`src/logic/tepc_pkg.sv`:
```
// Purpose: Shared constants for the timer / event / pulse counter
// Assumes: Byte-wide registers on a plain strobe port
// Notes:   Register indices are word-aligned byte addresses
package tepc_pkg;
	localparam logic [3:0] ADDR_CTRL     = 4'h0;
	localparam logic [3:0] ADDR_COUNT    = 4'h4;
	localparam logic [3:0] ADDR_STATUS   = 4'h8;
	localparam logic [3:0] ADDR_RELOAD   = 4'hc;
	localparam int         POS_MODE      = 6;
	localparam int         POS_SRC       = 5;
	localparam int         POS_EN        = 4;
	localparam int         POS_EDGE      = 3;
	localparam int         POS_PSC       = 0;
	localparam int         POS_FLAG      = 0;
	localparam int         POS_WAKE      = 1;
	localparam logic [7:0] CTRL_RESET    = 8'h08;
	localparam logic [7:0] COUNT_RESET   = 8'h00;
	localparam logic [7:0] COUNT_MAX     = 8'hff;
	localparam logic [1:0] MODE_OFF      = 2'h0;
	localparam logic [1:0] MODE_EVENT    = 2'h1;
	localparam logic [1:0] MODE_TIMER    = 2'h2;
	localparam logic [1:0] MODE_CAPTURE  = 2'h3;
	localparam int         PSC_WIDTH     = 7;
endpackage

```
`src/logic/tepc_counter.sv`:
```
// Purpose: 8-bit timer, event counter and pulse width capture block
// Assumes: Synchronous pin inputs; clock sources given as enable pulses
// Notes:   Reads of count and reload writes inhibit one count tick
`timescale 1ns/100ps
module tepc_counter #(
	parameter int PSC_WIDTH = tepc_pkg::PSC_WIDTH
) (
	input  wire logic       mclk,
	input  wire logic       rst_n,
	input  wire logic       ce,
	input  wire logic       system_clock,
	input  wire logic       sub_clock,
	input  wire logic       event_input_pin,
	input  wire logic       sleep_mode,
	input  wire logic [3:0] addr,
	input  wire logic [7:0] wdata,
	input  wire logic       wr_stb,
	input  wire logic       rd_stb,
	output logic      [7:0] rdata,
	output logic            overflow_irq,
	output logic            wake_request
);
	typedef enum logic [1:0] {
		CAP_IDLE,
		CAP_ARMED,
		CAP_RUN
	} tepc_cap_e;

	logic [7:0] ctrl_ff;
	logic [7:0] count_ff;
	logic [7:0] reload_ff;
	logic [7:0] rdata_ff;
	logic       flag_ff;
	logic       wake_ff;
	logic       irq_ff;
	logic       pin_ff;
	logic       edge_ff;
	logic       nxt_flag;
	tepc_cap_e  cap_ff;
	tepc_cap_e  nxt_cap;
	logic [1:0] mode;
	logic       enable;
	logic       src_tick;
	logic       tp_tick;
	logic       inhibit;
	logic       pin_rise;
	logic       pin_fall;
	logic       pin_active_edge;
	logic       pin_end_edge;
	logic       count_tick;
	logic       overflow;
	logic       cap_done;
	logic       wr_ctrl;
	logic       wr_reload;
	logic       wr_status;

	assign mode     = ctrl_ff[tepc_pkg::POS_MODE +: 2];
	assign enable   = ctrl_ff[tepc_pkg::POS_EN];
	assign wr_ctrl  = wr_stb && (addr == tepc_pkg::ADDR_CTRL);
	assign wr_reload = wr_stb && (addr == tepc_pkg::ADDR_COUNT || addr == tepc_pkg::ADDR_RELOAD);
	assign wr_status = wr_stb && (addr == tepc_pkg::ADDR_STATUS);

	// Clock source choice
	assign src_tick = ctrl_ff[tepc_pkg::POS_SRC] ? sub_clock : system_clock;

	tepc_prescaler #(
		.WIDTH(PSC_WIDTH)
	) u_prescaler (
		.mclk           (mclk),
		.rst_n          (rst_n),
		.ce             (ce),
		.src_tick       (src_tick),
		.prescale_select(ctrl_ff[tepc_pkg::POS_PSC +: 3]),
		.div_tick       (tp_tick)
	);

	assign inhibit = (rd_stb && addr == tepc_pkg::ADDR_COUNT) || wr_reload;

	// Pin edge detection against the previous sample
	always_ff @(posedge mclk or negedge rst_n) begin
		if (!rst_n) begin
			pin_ff <= 1'b0;
		end else if (ce) begin
			pin_ff <= event_input_pin;
		end
	end

	assign pin_rise = event_input_pin && !pin_ff;
	assign pin_fall = !event_input_pin && pin_ff;

	// Edge seen in capture is held until the next timer clock pulse
	always_ff @(posedge mclk or negedge rst_n) begin
		if (!rst_n) begin
			edge_ff <= 1'b0;
		end else if (ce) begin
			if (tp_tick || cap_ff == CAP_IDLE) begin
				edge_ff <= 1'b0;
			end else if (pin_active_edge || pin_end_edge) begin
				edge_ff <= 1'b1;
			end
		end
	end

	assign pin_active_edge = ctrl_ff[tepc_pkg::POS_EDGE] ? pin_rise : pin_fall;
	assign pin_end_edge    = ctrl_ff[tepc_pkg::POS_EDGE] ? pin_fall : pin_rise;

	// Capture sequencer: start needs an active edge plus the level at the timer pulse; stop needs the level only
	always_comb begin
		nxt_cap  = cap_ff;
		cap_done = 1'b0;
		unique case (cap_ff)
			CAP_IDLE: begin
				if (mode == tepc_pkg::MODE_CAPTURE && enable) begin
					nxt_cap = CAP_ARMED;
				end
			end
			CAP_ARMED: begin
				if (!enable || mode != tepc_pkg::MODE_CAPTURE) begin
					nxt_cap = CAP_IDLE;
				end else if (tp_tick && (edge_ff || pin_active_edge)
					&& (event_input_pin == ctrl_ff[tepc_pkg::POS_EDGE])) begin
					nxt_cap = CAP_RUN;
				end
			end
			CAP_RUN: begin
				if (!enable || mode != tepc_pkg::MODE_CAPTURE) begin
					nxt_cap = CAP_IDLE;
				end else if (tp_tick
					&& (event_input_pin != ctrl_ff[tepc_pkg::POS_EDGE])) begin
					nxt_cap  = CAP_IDLE;
					cap_done = 1'b1;
				end
			end
		endcase
	end

	always_ff @(posedge mclk or negedge rst_n) begin
		if (!rst_n) begin
			cap_ff <= CAP_IDLE;
		end else if (ce) begin
			cap_ff <= nxt_cap;
		end
	end

	// Count tick per mode; sleep does not gate any of them
	always_comb begin
		count_tick = 1'b0;
		unique case (mode)
			tepc_pkg::MODE_TIMER: begin
				count_tick = enable && tp_tick;
			end
			tepc_pkg::MODE_EVENT: begin
				count_tick = enable && (ctrl_ff[tepc_pkg::POS_EDGE] ? pin_fall : pin_rise);
			end
			tepc_pkg::MODE_CAPTURE: begin
				count_tick = (cap_ff == CAP_RUN) && tp_tick && !cap_done;
			end
			tepc_pkg::MODE_OFF: begin
				count_tick = 1'b0;
			end
		endcase
		if (inhibit) begin
			count_tick = 1'b0;
		end
	end

	assign overflow = count_tick && (count_ff == tepc_pkg::COUNT_MAX);

	// Control register; only capture completion clears enable by hardware
	always_ff @(posedge mclk or negedge rst_n) begin
		if (!rst_n) begin
			ctrl_ff <= tepc_pkg::CTRL_RESET;
		end else if (ce) begin
			if (wr_ctrl) begin
				ctrl_ff <= wdata;
			end else if (cap_done) begin
				ctrl_ff[tepc_pkg::POS_EN] <= 1'b0;
			end
		end
	end

	// Reload holding register
	always_ff @(posedge mclk or negedge rst_n) begin
		if (!rst_n) begin
			reload_ff <= tepc_pkg::COUNT_RESET;
		end else if (ce && wr_reload) begin
			reload_ff <= wdata;
		end
	end

	// Live counter
	always_ff @(posedge mclk or negedge rst_n) begin
		if (!rst_n) begin
			count_ff <= tepc_pkg::COUNT_RESET;
		end else if (ce) begin
			if (wr_reload && !enable) begin
				count_ff <= wdata;
			end else if (overflow) begin
				count_ff <= reload_ff;
			end else if (count_tick) begin
				count_ff <= count_ff + 8'h01;
			end
		end
	end

	// Request flag: overflow wins over a software clear
	always_comb begin
		nxt_flag = flag_ff;
		if (wr_status) begin
			nxt_flag = wdata[tepc_pkg::POS_FLAG];
		end
		if (overflow) begin
			nxt_flag = 1'b1;
		end
	end

	always_ff @(posedge mclk or negedge rst_n) begin
		if (!rst_n) begin
			flag_ff <= 1'b0;
			irq_ff  <= 1'b0;
			wake_ff <= 1'b0;
		end else if (ce) begin
			flag_ff <= nxt_flag;
			irq_ff  <= overflow;
			wake_ff <= overflow && sleep_mode;
		end
	end

	// Read data one cycle after the strobe
	always_ff @(posedge mclk or negedge rst_n) begin
		if (!rst_n) begin
			rdata_ff <= 8'h00;
		end else if (ce) begin
			rdata_ff <= 8'h00;
			if (rd_stb) begin
				unique case (addr)
					tepc_pkg::ADDR_CTRL:   rdata_ff <= ctrl_ff;
					tepc_pkg::ADDR_COUNT:  rdata_ff <= count_ff;
					tepc_pkg::ADDR_STATUS: rdata_ff <= {7'h00, flag_ff};
					tepc_pkg::ADDR_RELOAD: rdata_ff <= reload_ff;
					default:               rdata_ff <= 8'h00;
				endcase
			end
		end
	end

	assign rdata        = rdata_ff;
	assign overflow_irq = irq_ff;
	assign wake_request = wake_ff;
endmodule

```
`src/logic/tepc_prescaler.sv`:
```
// Purpose: Power-of-two divider of the selected timer source clock
// Assumes: Source clock arrives as a one-cycle enable pulse
// Notes:   Tick marks the falling transition of the divided clock
`timescale 1ns/100ps
module tepc_prescaler #(
	parameter int WIDTH = tepc_pkg::PSC_WIDTH
) (
	input  wire logic       mclk,
	input  wire logic       rst_n,
	input  wire logic       ce,
	input  wire logic       src_tick,
	input  wire logic [2:0] prescale_select,
	output logic            div_tick
);
	logic [WIDTH-1:0] div_ff;
	logic [WIDTH:0]   nxt_div;

	assign nxt_div = {1'b0, div_ff} + {{WIDTH{1'b0}}, 1'b1};

	always_ff @(posedge mclk or negedge rst_n) begin
		if (!rst_n) begin
			div_ff <= '0;
		end else if (ce && src_tick) begin
			div_ff <= nxt_div[WIDTH-1:0];
		end
	end

	// Divided clock falls when all lower bits roll over
	always_comb begin
		if (prescale_select == 3'h0) begin
			div_tick = src_tick;
		end else begin
			div_tick = src_tick && (&(div_ff | ~((WIDTH'(1) << prescale_select) - WIDTH'(1))));
		end
	end
endmodule

```
`config.mk`:
```
export PLATFORM = sky130hd
export DESIGN_NAME = tepc_counter
export DESIGN_NICKNAME = d
export VERILOG_FILES = /design/src/logic/tepc_pkg.sv /design/src/logic/tepc_counter.sv /design/src/logic/tepc_prescaler.sv
export SDC_FILE = /design/constraint.sdc
export NUM_CORES = 1
export LEC_CHECK = 0
export BUFFER_PORTS_ARGS = -buffer_cell sky130_fd_sc_hd__buf_2
export CORE_ASPECT_RATIO = 1.2
export CORE_MARGIN = 5
export CORE_UTILIZATION = 50
export CTS_CLUSTER_SIZE = 16
export DETAILED_ROUTE_END_ITERATION = 8
export PLACE_DENSITY = 0.7
export SLEW_MARGIN = 20
export SYNTH_ARGS = -nofsm -noshare
export SYNTH_HDL_FRONTEND = slang
export SYNTH_SLANG_ARGS = --single-unit
```
`constraint.sdc`:
```
create_clock -name mclk -period 3.6 [get_ports mclk]
set_input_delay 0 -clock mclk [delete_from_list [all_inputs] [get_ports mclk]]
set_output_delay 0 -clock mclk [all_outputs]
set_load 0.01 [all_outputs]
```
Word level (Yosys, flattened, before mapping)
Cells that the tools add are included.
Widths: inputs -> output; s select.
{"block": "totals", "ff_bits": 46}
{"block": "classes", "addsub": 3, "n_eq_ne": 15, "n_shift": 1, "muxes": 26, "bitwise": 2, "n_reduce_logical": 45}
{"cell": "$mux 8", "n": 4}
{"cell": "$pmux 8 s4", "n": 1}
{"cell": "$logic_and 1x1->1", "n": 20}
{"cell": "$mux 1", "n": 14}
{"cell": "$mux 2", "n": 5}
{"cell": "$reduce_and 2->1", "n": 5}
{"cell": "$add 8x1->8 const B", "n": 1}
{"cell": "$eq 4x4->1 const B", "n": 2}
{"cell": "$eq 8x8->1 const B", "n": 1}
{"cell": "$add 7x1->7 const B", "n": 1}
{"cell": "$not 7->7", "n": 1}
{"cell": "$or 7x7->7", "n": 1}
{"cell": "$reduce_and 7->1", "n": 1}
{"cell": "$shl 1x3->7 const A", "n": 1}
{"cell": "$sub 7x1->7 const B", "n": 1}
{"cell": "$eq 2x2->1 const B", "n": 3}
{"cell": "$logic_or 1x1->1", "n": 6}
{"cell": "$ne 3x3->1 const B", "n": 2}
{"cell": "$pmux 2 s3", "n": 1}
{"cell": "$reduce_bool 2->1", "n": 3}
{"cell": "$eq 2x1->1 const B", "n": 2}
{"cell": "$eq 4x3->1 const B", "n": 1}
{"cell": "$logic_not 1->1", "n": 4}
{"cell": "$logic_not 2->1", "n": 2}
{"cell": "other kinds (9)", "n": 9}

Depth between registers and ports, before layout
Gate-level depths: netlist (run 1).
{"block": "depth", "ltp_word": 18, "mapped_depth": 13, "depth_no_buf": 10}

Modules after synthesis
From an unflattened synthesis (run 1), not the netlist that was laid out.
{"block": "unflattened", "cells_unflattened": 262, "area_unflattened_um2": 2711.4}
{"mod": "tepc_counter", "instances": 1, "cells_per_inst": 219, "area_each_um2": 2268.4, "seq_area_each_um2": 977.2}
{"mod": "tepc_prescaler", "instances": 1, "cells_per_inst": 43, "area_each_um2": 442.9, "seq_area_each_um2": 175.2}

Least setup slack after synthesis (run 1)
No wires, ideal clock.
{"block": "synth_path", "path_type": "reg2reg", "from": "reg ctrl_ff[2]", "to": "reg count_ff[4]", "arrival_ns": 2.663, "t_required_ns": 3.481, "path_slack_ns": 0.818, "stages_incl_launch_ff": 14, "period_less_slack_ns": 2.782, "path_cell_list": "dfrtp_1 buf_2 nor3_1 inv_1 ha_1 buf_2 nor4_2 a21oi_1 a21boi_2 nor3_2 o2111a_1 buf_6 a211o_1 o21a_1"}
{"block": "synth_via", "elab_chain_cells": 18, "word_cells_on_any_way": 23}
{"element": "from (decl)", "line": "tepc_counter.sv:29", "text": "logic [7:0] ctrl_ff;"}
{"element": "from (signal assigned)", "line": "tepc_counter.sv:172", "text": "ctrl_ff <= tepc_pkg::CTRL_RESET;"}
{"element": "from (signal assigned)", "line": "tepc_counter.sv:175", "text": "ctrl_ff <= wdata;"}
{"element": "$shl 1x3->7", "line": "tepc_prescaler.sv:33", "text": "div_tick = src_tick && (&(div_ff | ~((WIDTH'(1) << prescale_select) - WIDTH'(1))));"}
{"element": "$sub 7x1->7", "line": "tepc_prescaler.sv:33"}
{"element": "$not 7->7", "line": "tepc_prescaler.sv:33"}
{"element": "$or 7x7->7", "line": "tepc_prescaler.sv:33"}
{"element": "$reduce_and 7->1", "line": "tepc_prescaler.sv:33"}
{"element": "$logic_and 1x1->1", "line": "tepc_prescaler.sv:33"}
{"element": "$mux 1 (*)", "line": "tepc_prescaler.sv:30", "text": "if (prescale_select == 3'h0) begin"}
{"element": "$logic_and 1x1->1", "line": "tepc_counter.sv:129", "text": "&& (event_input_pin != ctrl_ff[tepc_pkg::POS_EDGE])) begin"}
{"element": "[2 not listed]"}
{"element": "$mux 1", "line": "tepc_counter.sv:111", "text": "unique case (cap_ff)"}
{"element": "$logic_not 1->1", "line": "tepc_counter.sv:156", "text": "count_tick = (cap_ff == CAP_RUN) && tp_tick && !cap_done;"}
{"element": "$logic_and 1x1->1", "line": "tepc_counter.sv:156"}
{"element": "$pmux 1 s4 (*)", "line": "tepc_counter.sv:148", "text": "unique case (mode)"}
{"element": "$mux 1 (*)", "line": "tepc_counter.sv:162", "text": "if (inhibit) begin"}
{"element": "$logic_and 1x1->1", "line": "tepc_counter.sv:167", "text": "assign overflow = count_tick && (count_ff == tepc_pkg::COUNT_MAX);"}
{"element": "$reduce_bool 3->1 (no source line) or $mux 8 (tied branches)"}
{"element": "$reduce_and 2->1 (no source line) or $mux 8 (tied branches)"}
{"element": "to (signal assigned)", "line": "tepc_counter.sv:194", "text": "count_ff <= tepc_pkg::COUNT_RESET;"}
{"element": "to (signal assigned)", "line": "tepc_counter.sv:197", "text": "count_ff <= wdata;"}
{"element": "to (signal assigned)", "line": "tepc_counter.sv:199", "text": "count_ff <= reload_ff;"}
{"element": "to (decl)", "line": "tepc_counter.sv:30", "text": "logic [7:0] count_ff;"}
Every way passes the cells marked *; elsewhere a longest branch is shown, timed or not.
A chain may end at the register's enable or synchronous reset.

Worst setup path in the final report (run 1)
{"block": "layout_path", "from": "reg ctrl_ff[1]", "to": "reg count_ff[3]"}
The elaborated chain is that of the path after synthesis.

==> results of run 1 <==
-- per-stage QoR --
stage | area [µm²] | utilization [%] | setup WS, ns | hold WS, ns
after global routing | 3150 | 58.7 | 0.109 | 0.0199
final | 3150 | 58.7 | 0.407 | 0.0236
after global placement | 2970 | 55.3 | 0.546 | 0.238
after CTS | 3150 | 58.6 | 0.401 | 0.0201
after floorplan | 2800 | - | 0.818 | -0.296
after detailed placement | 2970 | 55.3 | 0.426 | 0.238
-- cell usage after synthesis (all sizes together) (5+ instances only) --
| cell | n |
|---|---|
| dfrtp | 45 |
| a21oi | 23 |
| nand2 | 20 |
| nor2 | 20 |
| mux2 | 19 |
| nand3 | 16 |
| inv | 15 |
| mux2i | 13 |
| o21ai | 12 |
| buf | 9 |
| o22ai | 9 |
| and3 | 8 |
| ha | 8 |
| xnor2 | 8 |
| o21a | 7 |
| clkbuf | 5 |
| nor2b | 5 |
| o31ai | 5 |
-- worst max-delay path, stage by stage (launching register included) --
cell,delay (ns)
dfrtp_1,0.52
nor3_1,0.38
inv_1,0.09
ha_1,0.30
nor2b_1,0.17
mux2i_1,0.20
a31oi_2,0.19
nor3_2,0.31
o2111a_1,0.57
mux2i_1,0.26
o21ai_1,0.07
-- final cells by class --
class | count | area [µm²] | area share, %
clock buffers | 7 | 86.3 | 2.74
clock inverters | 1 | 5.00 | 0.159
inverters | 15 | 56.3 | 1.79
multi-input cells | 215 | 1520 | 48.1
flip-flops and latches | 46 | 1150 | 36.6
well taps | 62 | 77.6 | 2.46
repair buffers | 41 | 258 | 8.18
-- worst max-delay path by stage --
stage | from | end | slack, ns
global route | ctrl_ff[1] | count_ff[3] | 0.11
global placement | ctrl_ff[1] | count_ff[5] | 0.55
CTS | ctrl_ff[1] | count_ff[3] | 0.40
finish | ctrl_ff[1] | count_ff[3] | 0.41
detailed placement | ctrl_ff[1] | count_ff[3] | 0.43
floorplan | ctrl_ff[2] | count_ff[4] | 0.82
-- power by group --
group	switching (µW)	total (µW)	internal [µW]
registers	175	817	642
logic	265	525	260
clock network	168	323	155
total	608	1660	1060
-- cells in the final DEF (no fill, tap or decap), drive strengths merged, types with 9 or more instances in the layout --
| master | count |
|---|---|
| dfrtp | 45 |
| buf | 32 |
| a21oi | 23 |
| nor2 | 20 |
| nand2 | 20 |
| mux2 | 19 |
| nand3 | 16 |
| inv | 15 |
| mux2i | 13 |
| o21ai | 12 |
| o22ai | 9 |
| dlygate4sd3 | 9 |
-- layer usage --
layer  GRT usage (%)  share of wire, %
met5               0                 0
met4            8.75               2.9
met3            2.45               4.3
met2            28.9                45
met1            25.4                48
-- state kept, by name, summed over array words and instances, names as in the netlist --
name and count:
rdata 8, edge_ff 1, pin_ff 1, u_prescaler.div_ff 7, flag_ff 1, overflow_irq 1, cap_ff 2, reload_ff 8
count_ff 8, ctrl_ff 8, wake_request 1
-- logic make-up after synthesis --
logic type,Yosys count
AO/OA/AOI/OAI,73
multiplexers,32
flip-flops,46
buffers and inverters,29
adder cells (fa/ha/maj),8
AND/OR/NAND/NOR,90
XOR/XNOR,12
==> results.sh, run 1 <==
export IMPL_status="finished clean"
export IMPL_cts_resized=0
export IMPL_finalHoldViolCount=0
export IMPL_grt_pass1_wl_um=10700
export IMPL_clock_sinks=46
export IMPL_port_buffers=30
export IMPL_wl_um=6270
export IMPL_fin_cells=387
export IMPL_yosys_area_share_simple_pct=17.3
export IMPL_criticalPathCategory="flop to flop"
export IMPL_cts_inserted_buffers=5
export IMPL_syn_avg_cell_area_um2=9.66
export IMPL_root_buffer="clkbuf_8"
export IMPL_via_per_inst=5.88
export IMPL_grt_remaining_overflow=0
export IMPL_core_area_mm2=0.00537
export IMPL_rows=29
export IMPL_ys_types=52
export IMPL_power_total_uw=1660
export IMPL_yosys_warnings=0
export IMPL_antenna_found_initial=0
export IMPL_relSlewSlack_pct=50.8
export IMPL_skew_ns=0.00973
export IMPL_synth_fa_ha_area_share_pct=3.57
export IMPL_synthXorXnorAreaFrac_pct=3.75
export IMPL_cts_hold_buf=9
export IMPL_path_max_fanout=12
export IMPL_detail_route_antenna_nets=0
export IMPL_ff2ff_path_depth=10
export IMPL_worstSetupStartpointType="flop"
export IMPL_synth_top_family_by_area="simple AND/OR/NAND/NOR gates"
export IMPL_gp_congestion=0.841
export IMPL_worstReg2RegEnd="count_ff[3]"
export IMPL_synth_compound_area_share_pct=17.2
export IMPL_power_leakage_uw=0.00137
export IMPL_vias=2275
export IMPL_drt_iter0_drc=152
export IMPL_syn_inst=290
export IMPL_clkTransAtPathRegs_ns=0.08
export IMPL_hold_path_startpoint="wdata[0]"
export IMPL_synth_top_cell_by_area="dfrtp_1"
export IMPL_die_h_um=92.0
export IMPL_rsz0062_at_grt="false"
export IMPL_period_needed_ns=3.19
export IMPL_num_nets_final=353
export IMPL_drive_above_1_share_pct=20.9
export IMPL_synthMuxAreaShare_pct=12.3
export IMPL_dieArea_mm2=0.00720
export IMPL_syn_area_mm2=0.00280
export IMPL_synth_edf_count=0
export IMPL_cts_htree_levels=2
export IMPL_area_growth_pct=12.6
export IMPL_whs_path_depth=2
export IMPL_endpoint_kind="flop"
export IMPL_drt_pass1_iterations=4
export IMPL_power_density_mw_per_mm2=528
export IMPL_clockBufferDepth=2
export IMPL_tightestPinTransition_ns=0.735
export IMPL_tritoncts="done"
export IMPL_cts_setup_buffers=0
export IMPL_initial_utilization_pct=52.1
export IMPL_hold_path_class="input port to flop"
export IMPL_fin_tns_setup_ns=0
export IMPL_vdd_drop_max_mv=0.263
export IMPL_ys_seq_elements=46
export IMPL_grt_max_degree=47
export IMPL_dpl_cell_count=370
export IMPL_fmax_ghz=0.313
export IMPL_fillCellCount=463
export IMPL_antenna_cells=0
export IMPL_fin_crit_sh_pct=88.7
export IMPL_drv_cap=0
export IMPL_min_to="ctrl_ff[0]"
export IMPL_critPathRequiredTime_ns=3.75
export IMPL_wl_per_cell_um=16.2
export IMPL_seq_area_frac_synth_pct=41.2
export IMPL_setup_viol=0
export IMPL_syn_nets=319
export IMPL_drcViolationCount=0
export IMPL_r2r_start="ctrl_ff[1]"
export IMPL_clock_latency_ns=0.30
export IMPL_dieWidth_um=78.3
export IMPL_arrival_ns=3.35
export IMPL_synth_top_area_share_pct=40.2
export IMPL_dpl_hpwl_um=4540
export IMPL_grt_pass1_vias=2288
export IMPL_num_io_pins=31
export IMPL_maxSlewViolCount=0
export IMPL_worst_r2r_setup_slack_ns=0.41
export IMPL_grt_use_total_pct=18.5
export IMPL_synthArstFlopShare_pct=100
export IMPL_synth_top_flop_cell="dfrtp_1"
export IMPL_synthTopCellsByArea="dfrtp_1 40%, mux2_2 7.2%, mux2i_1 4.6%, a21oi_1 4.1%, ha_1 3.6%"
Power figures use the tool's default switching activity.
==> run 2: changes to the inputs <==
Settings changed: SYNTH_HIERARCHICAL set to 1.
==> results.sh, run 2 <==
export IMPL_status="finished clean"
export IMPL_final_cell_mix="45 x dfrtp_1, 29 x buf_2, 20 x nor2_1"
export IMPL_slowest_delay_ns=0.47
export IMPL_cp_depth=10
export IMPL_endpoint_kind="flop"
export IMPL_clockBufferDepth=2
export IMPL_num_nets_final=329
export IMPL_drv_cap=0
export IMPL_vdd_drop_max_mv=0.319
export IMPL_area_growth_pct=13.6
export IMPL_power_total_uw=1670
export IMPL_yosys_warnings=6
export IMPL_grtUsageMet2_pct=30.6
export IMPL_synth_top_flop_cell="dfrtp_1"
export IMPL_path_delay_family="compound AO/OA/AOI/OAI gates"
export IMPL_grt_pass1_vias=2145
export IMPL_synth_edf_count=0
export IMPL_gp_congestion=0.936
export IMPL_fmax_ghz=0.294
export IMPL_skew_ns=0.0122
export IMPL_wl_per_cell_um=17.2
export IMPL_cp_endpoint="count_ff[4]"
export IMPL_drt_iter0_drc=96
export IMPL_core_area_mm2=0.00530
export IMPL_grt_use_met1_pct=24.7
export IMPL_fin_crit_sh_pct=94.6
export IMPL_port_buffers=30
export IMPL_dpl_cell_area_mm2=0.00287
export IMPL_num_io_pins=31
export IMPL_hold_path_class="input port to flop"
export IMPL_synth_common_cells="45 x dfrtp_1, 20 x nor2_1, 19 x mux2_2"
export IMPL_via_per_inst=5.87
export IMPL_tightestPinTransition_ns=0.719
export IMPL_antenna_found_initial=0
export IMPL_clock_sinks=46
export IMPL_syn_inst=262
export IMPL_grt_remaining_overflow=0
export IMPL_startpoint="ctrl_ff[2]"
export IMPL_tritoncts="done"
export IMPL_synthArstFlopShare_pct=100
export IMPL_ys_seq_elements=46
export IMPL_synthTopCellsByArea="dfrtp_1 42%, mux2_2 7.9%, ha_1 3.7%, mux2i_1 3.7%, o22ai_1 3.0%"
export IMPL_ff2ff_path_depth=10
export IMPL_antenna_cells=0
export IMPL_drt_pass1_iterations=4
export IMPL_die_h_um=90.7
export IMPL_synth_top_area_share_pct=41.5
export IMPL_grt_busiest_layer="met2"
export IMPL_dieArea_mm2=0.00700
export IMPL_root_buffer="clkbuf_8"
export IMPL_worstReg2RegEnd="count_ff[4]"
export IMPL_initial_utilization_pct=51.2
export IMPL_grt_max_degree=47
export IMPL_path_max_fanout=10
export IMPL_syn_area_mm2=0.00271
export IMPL_cp_slowest_cell="dfrtp_1"
export IMPL_vias=2131
export IMPL_criticalPathCategory="flop to flop"
export IMPL_cts_htree_levels=2
export IMPL_ys_types=54
export IMPL_period_needed_ns=3.40
export IMPL_crit_buf_inv=0
export IMPL_setup_viol=0
export IMPL_power_density_mw_per_mm2=542
export IMPL_arrival_ns=3.59
export IMPL_syn_avg_cell_area_um2=10.3
export IMPL_detail_route_antenna_nets=0
export IMPL_seq_area_frac_synth_pct=42.5
export IMPL_critPathRequiredTime_ns=3.78
export IMPL_drcViolationCount=0
export IMPL_cts_inserted_buffers=5
export IMPL_grt_pass1_wl_um=10700
export IMPL_syn_nets=291
export IMPL_dpl_hpwl_um=4530
export IMPL_worstSetupStartpointType="flop"
export IMPL_final_common_cell="dfrtp_1"
export IMPL_drive_above_1_share_pct=24.6
export IMPL_finalInstanceArea_mm2=0.00308
export IMPL_clock_latency_ns=0.30
export IMPL_maxSlewViolCount=0
export IMPL_use_met3_pct=3.59
export IMPL_crit_chain="or3_1, ha_1, xor2_1, a221o_1, a21oi_2, o211ai_1, o32ai_2, nand2_2, a21boi_4, mux2_4"
export IMPL_grt_use_total_pct=18.7
export IMPL_power_leakage_uw=0.00140
export IMPL_worst_r2r_setup_slack_ns=0.20
export IMPL_finalHoldViolCount=0
export IMPL_relSlewSlack_pct=51.6
export IMPL_wl_um=6240
export IMPL_synth_top_cell_by_area="dfrtp_1"
export IMPL_dieWidth_um=77.2
export IMPL_rows=29
export IMPL_r2r_start="ctrl_ff[2]"
export IMPL_clkTransAtPathRegs_ns=0.09
export IMPL_yosysMostFrequentCell="dfrtp_1"
-- run 2: changes by cell type in the layout (fill, tap and decap cells not counted), moves of 4 or more --
cell / change
o21a_1: -5
o21ai_1: -5
nand3_1: -8
a21oi_1: -10
o22ai_1: +4
nor2b_1: -4
-- run 2: area by class of cell --
type / count / area, µm²
fill: 476 / 2220
clock buffer: 6 / 82.6
sequential: 46 / 1150
inverter: 16 / 60.1
timing repair buffer: 42 / 268
multi-input combinational: 189 / 1430
tap: 62 / 77.6
clock inverter: 2 / 12.5
-- run 2: metrics by stage --
| stage | util (%) | cells | setup TNS (ns) | setup slack, ns | hold slack, ns |
|---|---|---|---|---|---|
| after global routing | 58.1 | 363 | -0.00221 | -0.00221 | 0.0843 |
| after floorplan | - | 262 | 0 | 0.448 | -0.296 |
| after detailed placement | 54.2 | 344 | 0 | 0.192 | 0.238 |
| final | 58.1 | 363 | 0 | 0.196 | 0.0808 |
| after CTS | 57.9 | 362 | 0 | 0.159 | 0.0761 |
| after global placement | 54.2 | 344 | 0 | 0.306 | 0.236 |
-- run 2: worst reg2reg max path, cell delays in order, from the launching register on --
cell,delay (ns)
dfrtp_1,0.47
or3_1,0.45
ha_1,0.29
xor2_1,0.18
a221o_1,0.32
a21oi_2,0.25
o211ai_1,0.15
o32ai_2,0.37
nand2_2,0.18
a21boi_4,0.31
mux2_4,0.32
-- run 2: worst min path at each step --
stage / from / endpoint / slack [ns] / cells after the start
after floorplan: rst_n / cap_ff[0] / -0.30 / 0
after global placement: rst_n / cap_ff[0] / 0.24 / 1
after detailed placement: rst_n / cap_ff[0] / 0.24 / 1
after CTS: event_input_pin / pin_ff / 0.08 / 2
after global routing: event_input_pin / pin_ff / 0.08 / 2
final: event_input_pin / pin_ff / 0.08 / 2
-- run 2: per-layer routing --
metal | vias up | wire length, µm
met5 | - | 0
met1 | 1061 | 2790
met3 | 7 | 254
li1 | 1022 | -
met2 | 41 | 3120
met4 | 0 | 77
-- run 2: cells by family after synthesis --
logic type	share of synthesized area, %
AO/OA/AOI/OAI	14.7
flip-flops	42.5
adder cells (fa/ha/maj)	3.69
buffers and inverters	4.98
multiplexers	13.1
XOR/XNOR	5.12
AND/OR/NAND/NOR	15.9
-- run 2: what timing repair did --
action                     4_1_cts  5_1_grt
setup endpoints to repair        0        4
hold endpoints to repair        62        0
buffers inserted                 0        1
hold buffers                    10        0
resized for setup                0        2
-- run 2: where the power goes --
part | leakage [µW] | switching (µW) | internal, µW
sequential | 0.000580 | 151 | 643
clock | 0.0000472 | 181 | 155
combinational | 0.000771 | 255 | 285
==> run 3: changes to the inputs <==
--- a/config.mk
+++ b/config.mk
@@ -7,3 +7,3 @@
 export LEC_CHECK = 0
-export BUFFER_PORTS_ARGS = -buffer_cell sky130_fd_sc_hd__buf_2
+export BUFFER_PORTS_ARGS = -buffer_cell sky130_fd_sc_hd__buf_4
 export CORE_ASPECT_RATIO = 1.2
--- a/constraint.sdc
+++ b/constraint.sdc
@@ -3,2 +3,2 @@
 set_output_delay 0 -clock mclk [all_outputs]
-set_load 0.01 [all_outputs]
+set_load 0.1 [all_outputs]
==> results.sh, run 3 (synthesis results as in run 2) <==
export IMPL_status="finished clean"
export IMPL_finalHoldViolCount=0
export IMPL_rows=29
export IMPL_rsz0062_at_grt="false"
export IMPL_slowest_delay_ns=0.49
export IMPL_startpoint="ctrl_ff[2]"
export IMPL_wl_um=6170
export IMPL_via_per_inst=5.82
export IMPL_vias=2106
export IMPL_fillCellCount=473
export IMPL_grt_pass1_vias=2133
export IMPL_die_h_um=90.7
export IMPL_clkTransAtPathRegs_ns=0.09
export IMPL_crit_chain="or3_1, ha_1, xor2_1, a221o_1, a21oi_2, o211ai_1, o32ai_2, and3b_2, nor3_1, o32a_1"
export IMPL_core_area_mm2=0.00530
export IMPL_path_delay_family="compound AO/OA/AOI/OAI gates"
export IMPL_dpl_hpwl_um=4420
export IMPL_dieWidth_um=77.2
export IMPL_post_route_util_pct=59.7
export IMPL_drt_iter0_drc=100
export IMPL_tightestPinTransition_ns=0.748
export IMPL_grt_use_total_pct=18.7
export IMPL_timing_hold_ws_ns=0.0194
export IMPL_root_buffer="clkbuf_8"
export IMPL_criticalPathCategory="flop to flop"
export IMPL_fin_tns_setup_ns=0
export IMPL_final_cell_mix="45 x dfrtp_1, 31 x buf_4, 20 x nor2_1"
export IMPL_skew_ns=0.00604
export IMPL_power_leakage_uw=0.00141
export IMPL_drcViolationCount=0
export IMPL_r2r_start="ctrl_ff[2]"
export IMPL_dieArea_mm2=0.00700
export IMPL_relSlewSlack_pct=49.7
export IMPL_wl_per_cell_um=17.1
export IMPL_antenna_found_initial=0
export IMPL_pre_cts_ws_ns=0.154
export IMPL_arrival_ns=3.58
export IMPL_drv_cap=0
export IMPL_clock_latency_ns=0.30
export IMPL_detail_route_antenna_nets=0
export IMPL_fmax_ghz=0.295
export IMPL_cts_inserted_buffers=5
export IMPL_final_common_cell="dfrtp_1"
export IMPL_cp_slowest_cell="dfrtp_1"
export IMPL_tritoncts="done"
export IMPL_setup_slack_ns=0.208
export IMPL_endpoint_kind="flop"
export IMPL_setup_viol=0
export IMPL_drt_pass1_iterations=4
export IMPL_fin_crit_sh_pct=94.2
export IMPL_area_growth_pct=16.6
export IMPL_gp_congestion=0.936
export IMPL_grt_pass1_wl_um=10600
export IMPL_critPathRequiredTime_ns=3.79
export IMPL_crit_buf_inv=0
export IMPL_hold_path_startpoint="event_input_pin"
export IMPL_num_io_pins=31
export IMPL_antenna_cells=0
export IMPL_vdd_drop_max_mv=0.294
export IMPL_clockBufferDepth=2
export IMPL_grt_max_degree=47
export IMPL_hold_path_class="input port to flop"
export IMPL_worstSetupStartpointType="flop"
export IMPL_initial_utilization_pct=51.2
export IMPL_drive_above_1_share_pct=24.0
export IMPL_path_max_fanout=10
export IMPL_num_nets_final=328
export IMPL_clock_sinks=46
export IMPL_power_density_mw_per_mm2=549
export IMPL_period_needed_ns=3.39
export IMPL_grt_remaining_overflow=0
export IMPL_port_buffers=30
export IMPL_maxSlewViolCount=0
export IMPL_cts_htree_levels=2
==> run 3: cell types whose count changed in the layout (fill, tap and decap cells not counted), sizes merged <==
cell / before / now
buf: 32 / 31
bufinv: 0 / 1
clkinv: 1 / 0
==> run 3: per-stage QoR <==
stage | power (µW) | std cells | instance area, µm²
after floorplan | 1200 | 262 | 2710
after global placement | 1330 | 344 | 2950
after detailed placement | 1340 | 344 | 2950
after CTS | 1750 | 362 | 3160
after global routing | 1860 | 362 | 3160
final | 1740 | 362 | 3160
==> run 3: path summary, 6_finish.rpt <==
check | end | slack [ns] | depth (start not counted)
worst max-delay path | count_ff[7] | 0.21 | 10
worst min-delay path | pin_ff | 0.02 | 2
worst max register to register | count_ff[7] | 0.21 | 10
worst min register to register | u_prescaler/div_ff[6] | 0.48 | 1
max in group asynchronous | reload_ff[7] | 2.96 | 2
min in group asynchronous | edge_ff | 0.23 | 2
==> run 3: final cells by class <==
cell class / instances / area (µm²) / area share, %
multi-input cells: 189 / 1430 / 45.2
flip-flops and latches: 46 / 1150 / 36.5
repair buffers: 41 / 333 / 10.5
well taps: 62 / 77.6 / 2.45
clock buffers: 6 / 72.6 / 2.30
inverters: 16 / 60.1 / 1.90
clock inverters: 2 / 37.5 / 1.19
==> run 3: report_power, final <==
group	switching, µW	internal [µW]	total (µW)	leakage (µW)
sequential	153	642	795	0.000580
clock	181	207	388	0.0000514
combinational	261	291	552	0.000782
total	594	1140	1740	0.00141
==> run 3: routing by layer <==
| metal | vias to the layer above | share of wire [%] | global-route usage [%] |
|---|---|---|---|
| met3 | 6 | 3.8 | 3.19 |
| li1 | 1022 | - | - |
| met4 | 0 | 0.96 | 7.16 |
| met2 | 51 | 50 | 29.6 |
| met5 | - | 0 | 0 |
| met1 | 1027 | 45 | 25.2 |
==> run 3: worst reg2reg max path: stages, from the launching register on <==
cell and delay, ns:
dfrtp_1 0.49, or3_1 0.45, ha_1 0.29, xor2_1 0.18, a221o_1 0.31, a21oi_2 0.24
o211ai_1 0.15, o32ai_2 0.35, and3b_2 0.38, nor3_1 0.08, o32a_1 0.36
==> run 3: timing repair <==
item,4_1_cts,5_1_grt
setup buffers,0,0
gates resized for setup,0,2
hold buffers,10,0
endpoints found under the setup margin,0,4
hold endpoints to repair,62,0
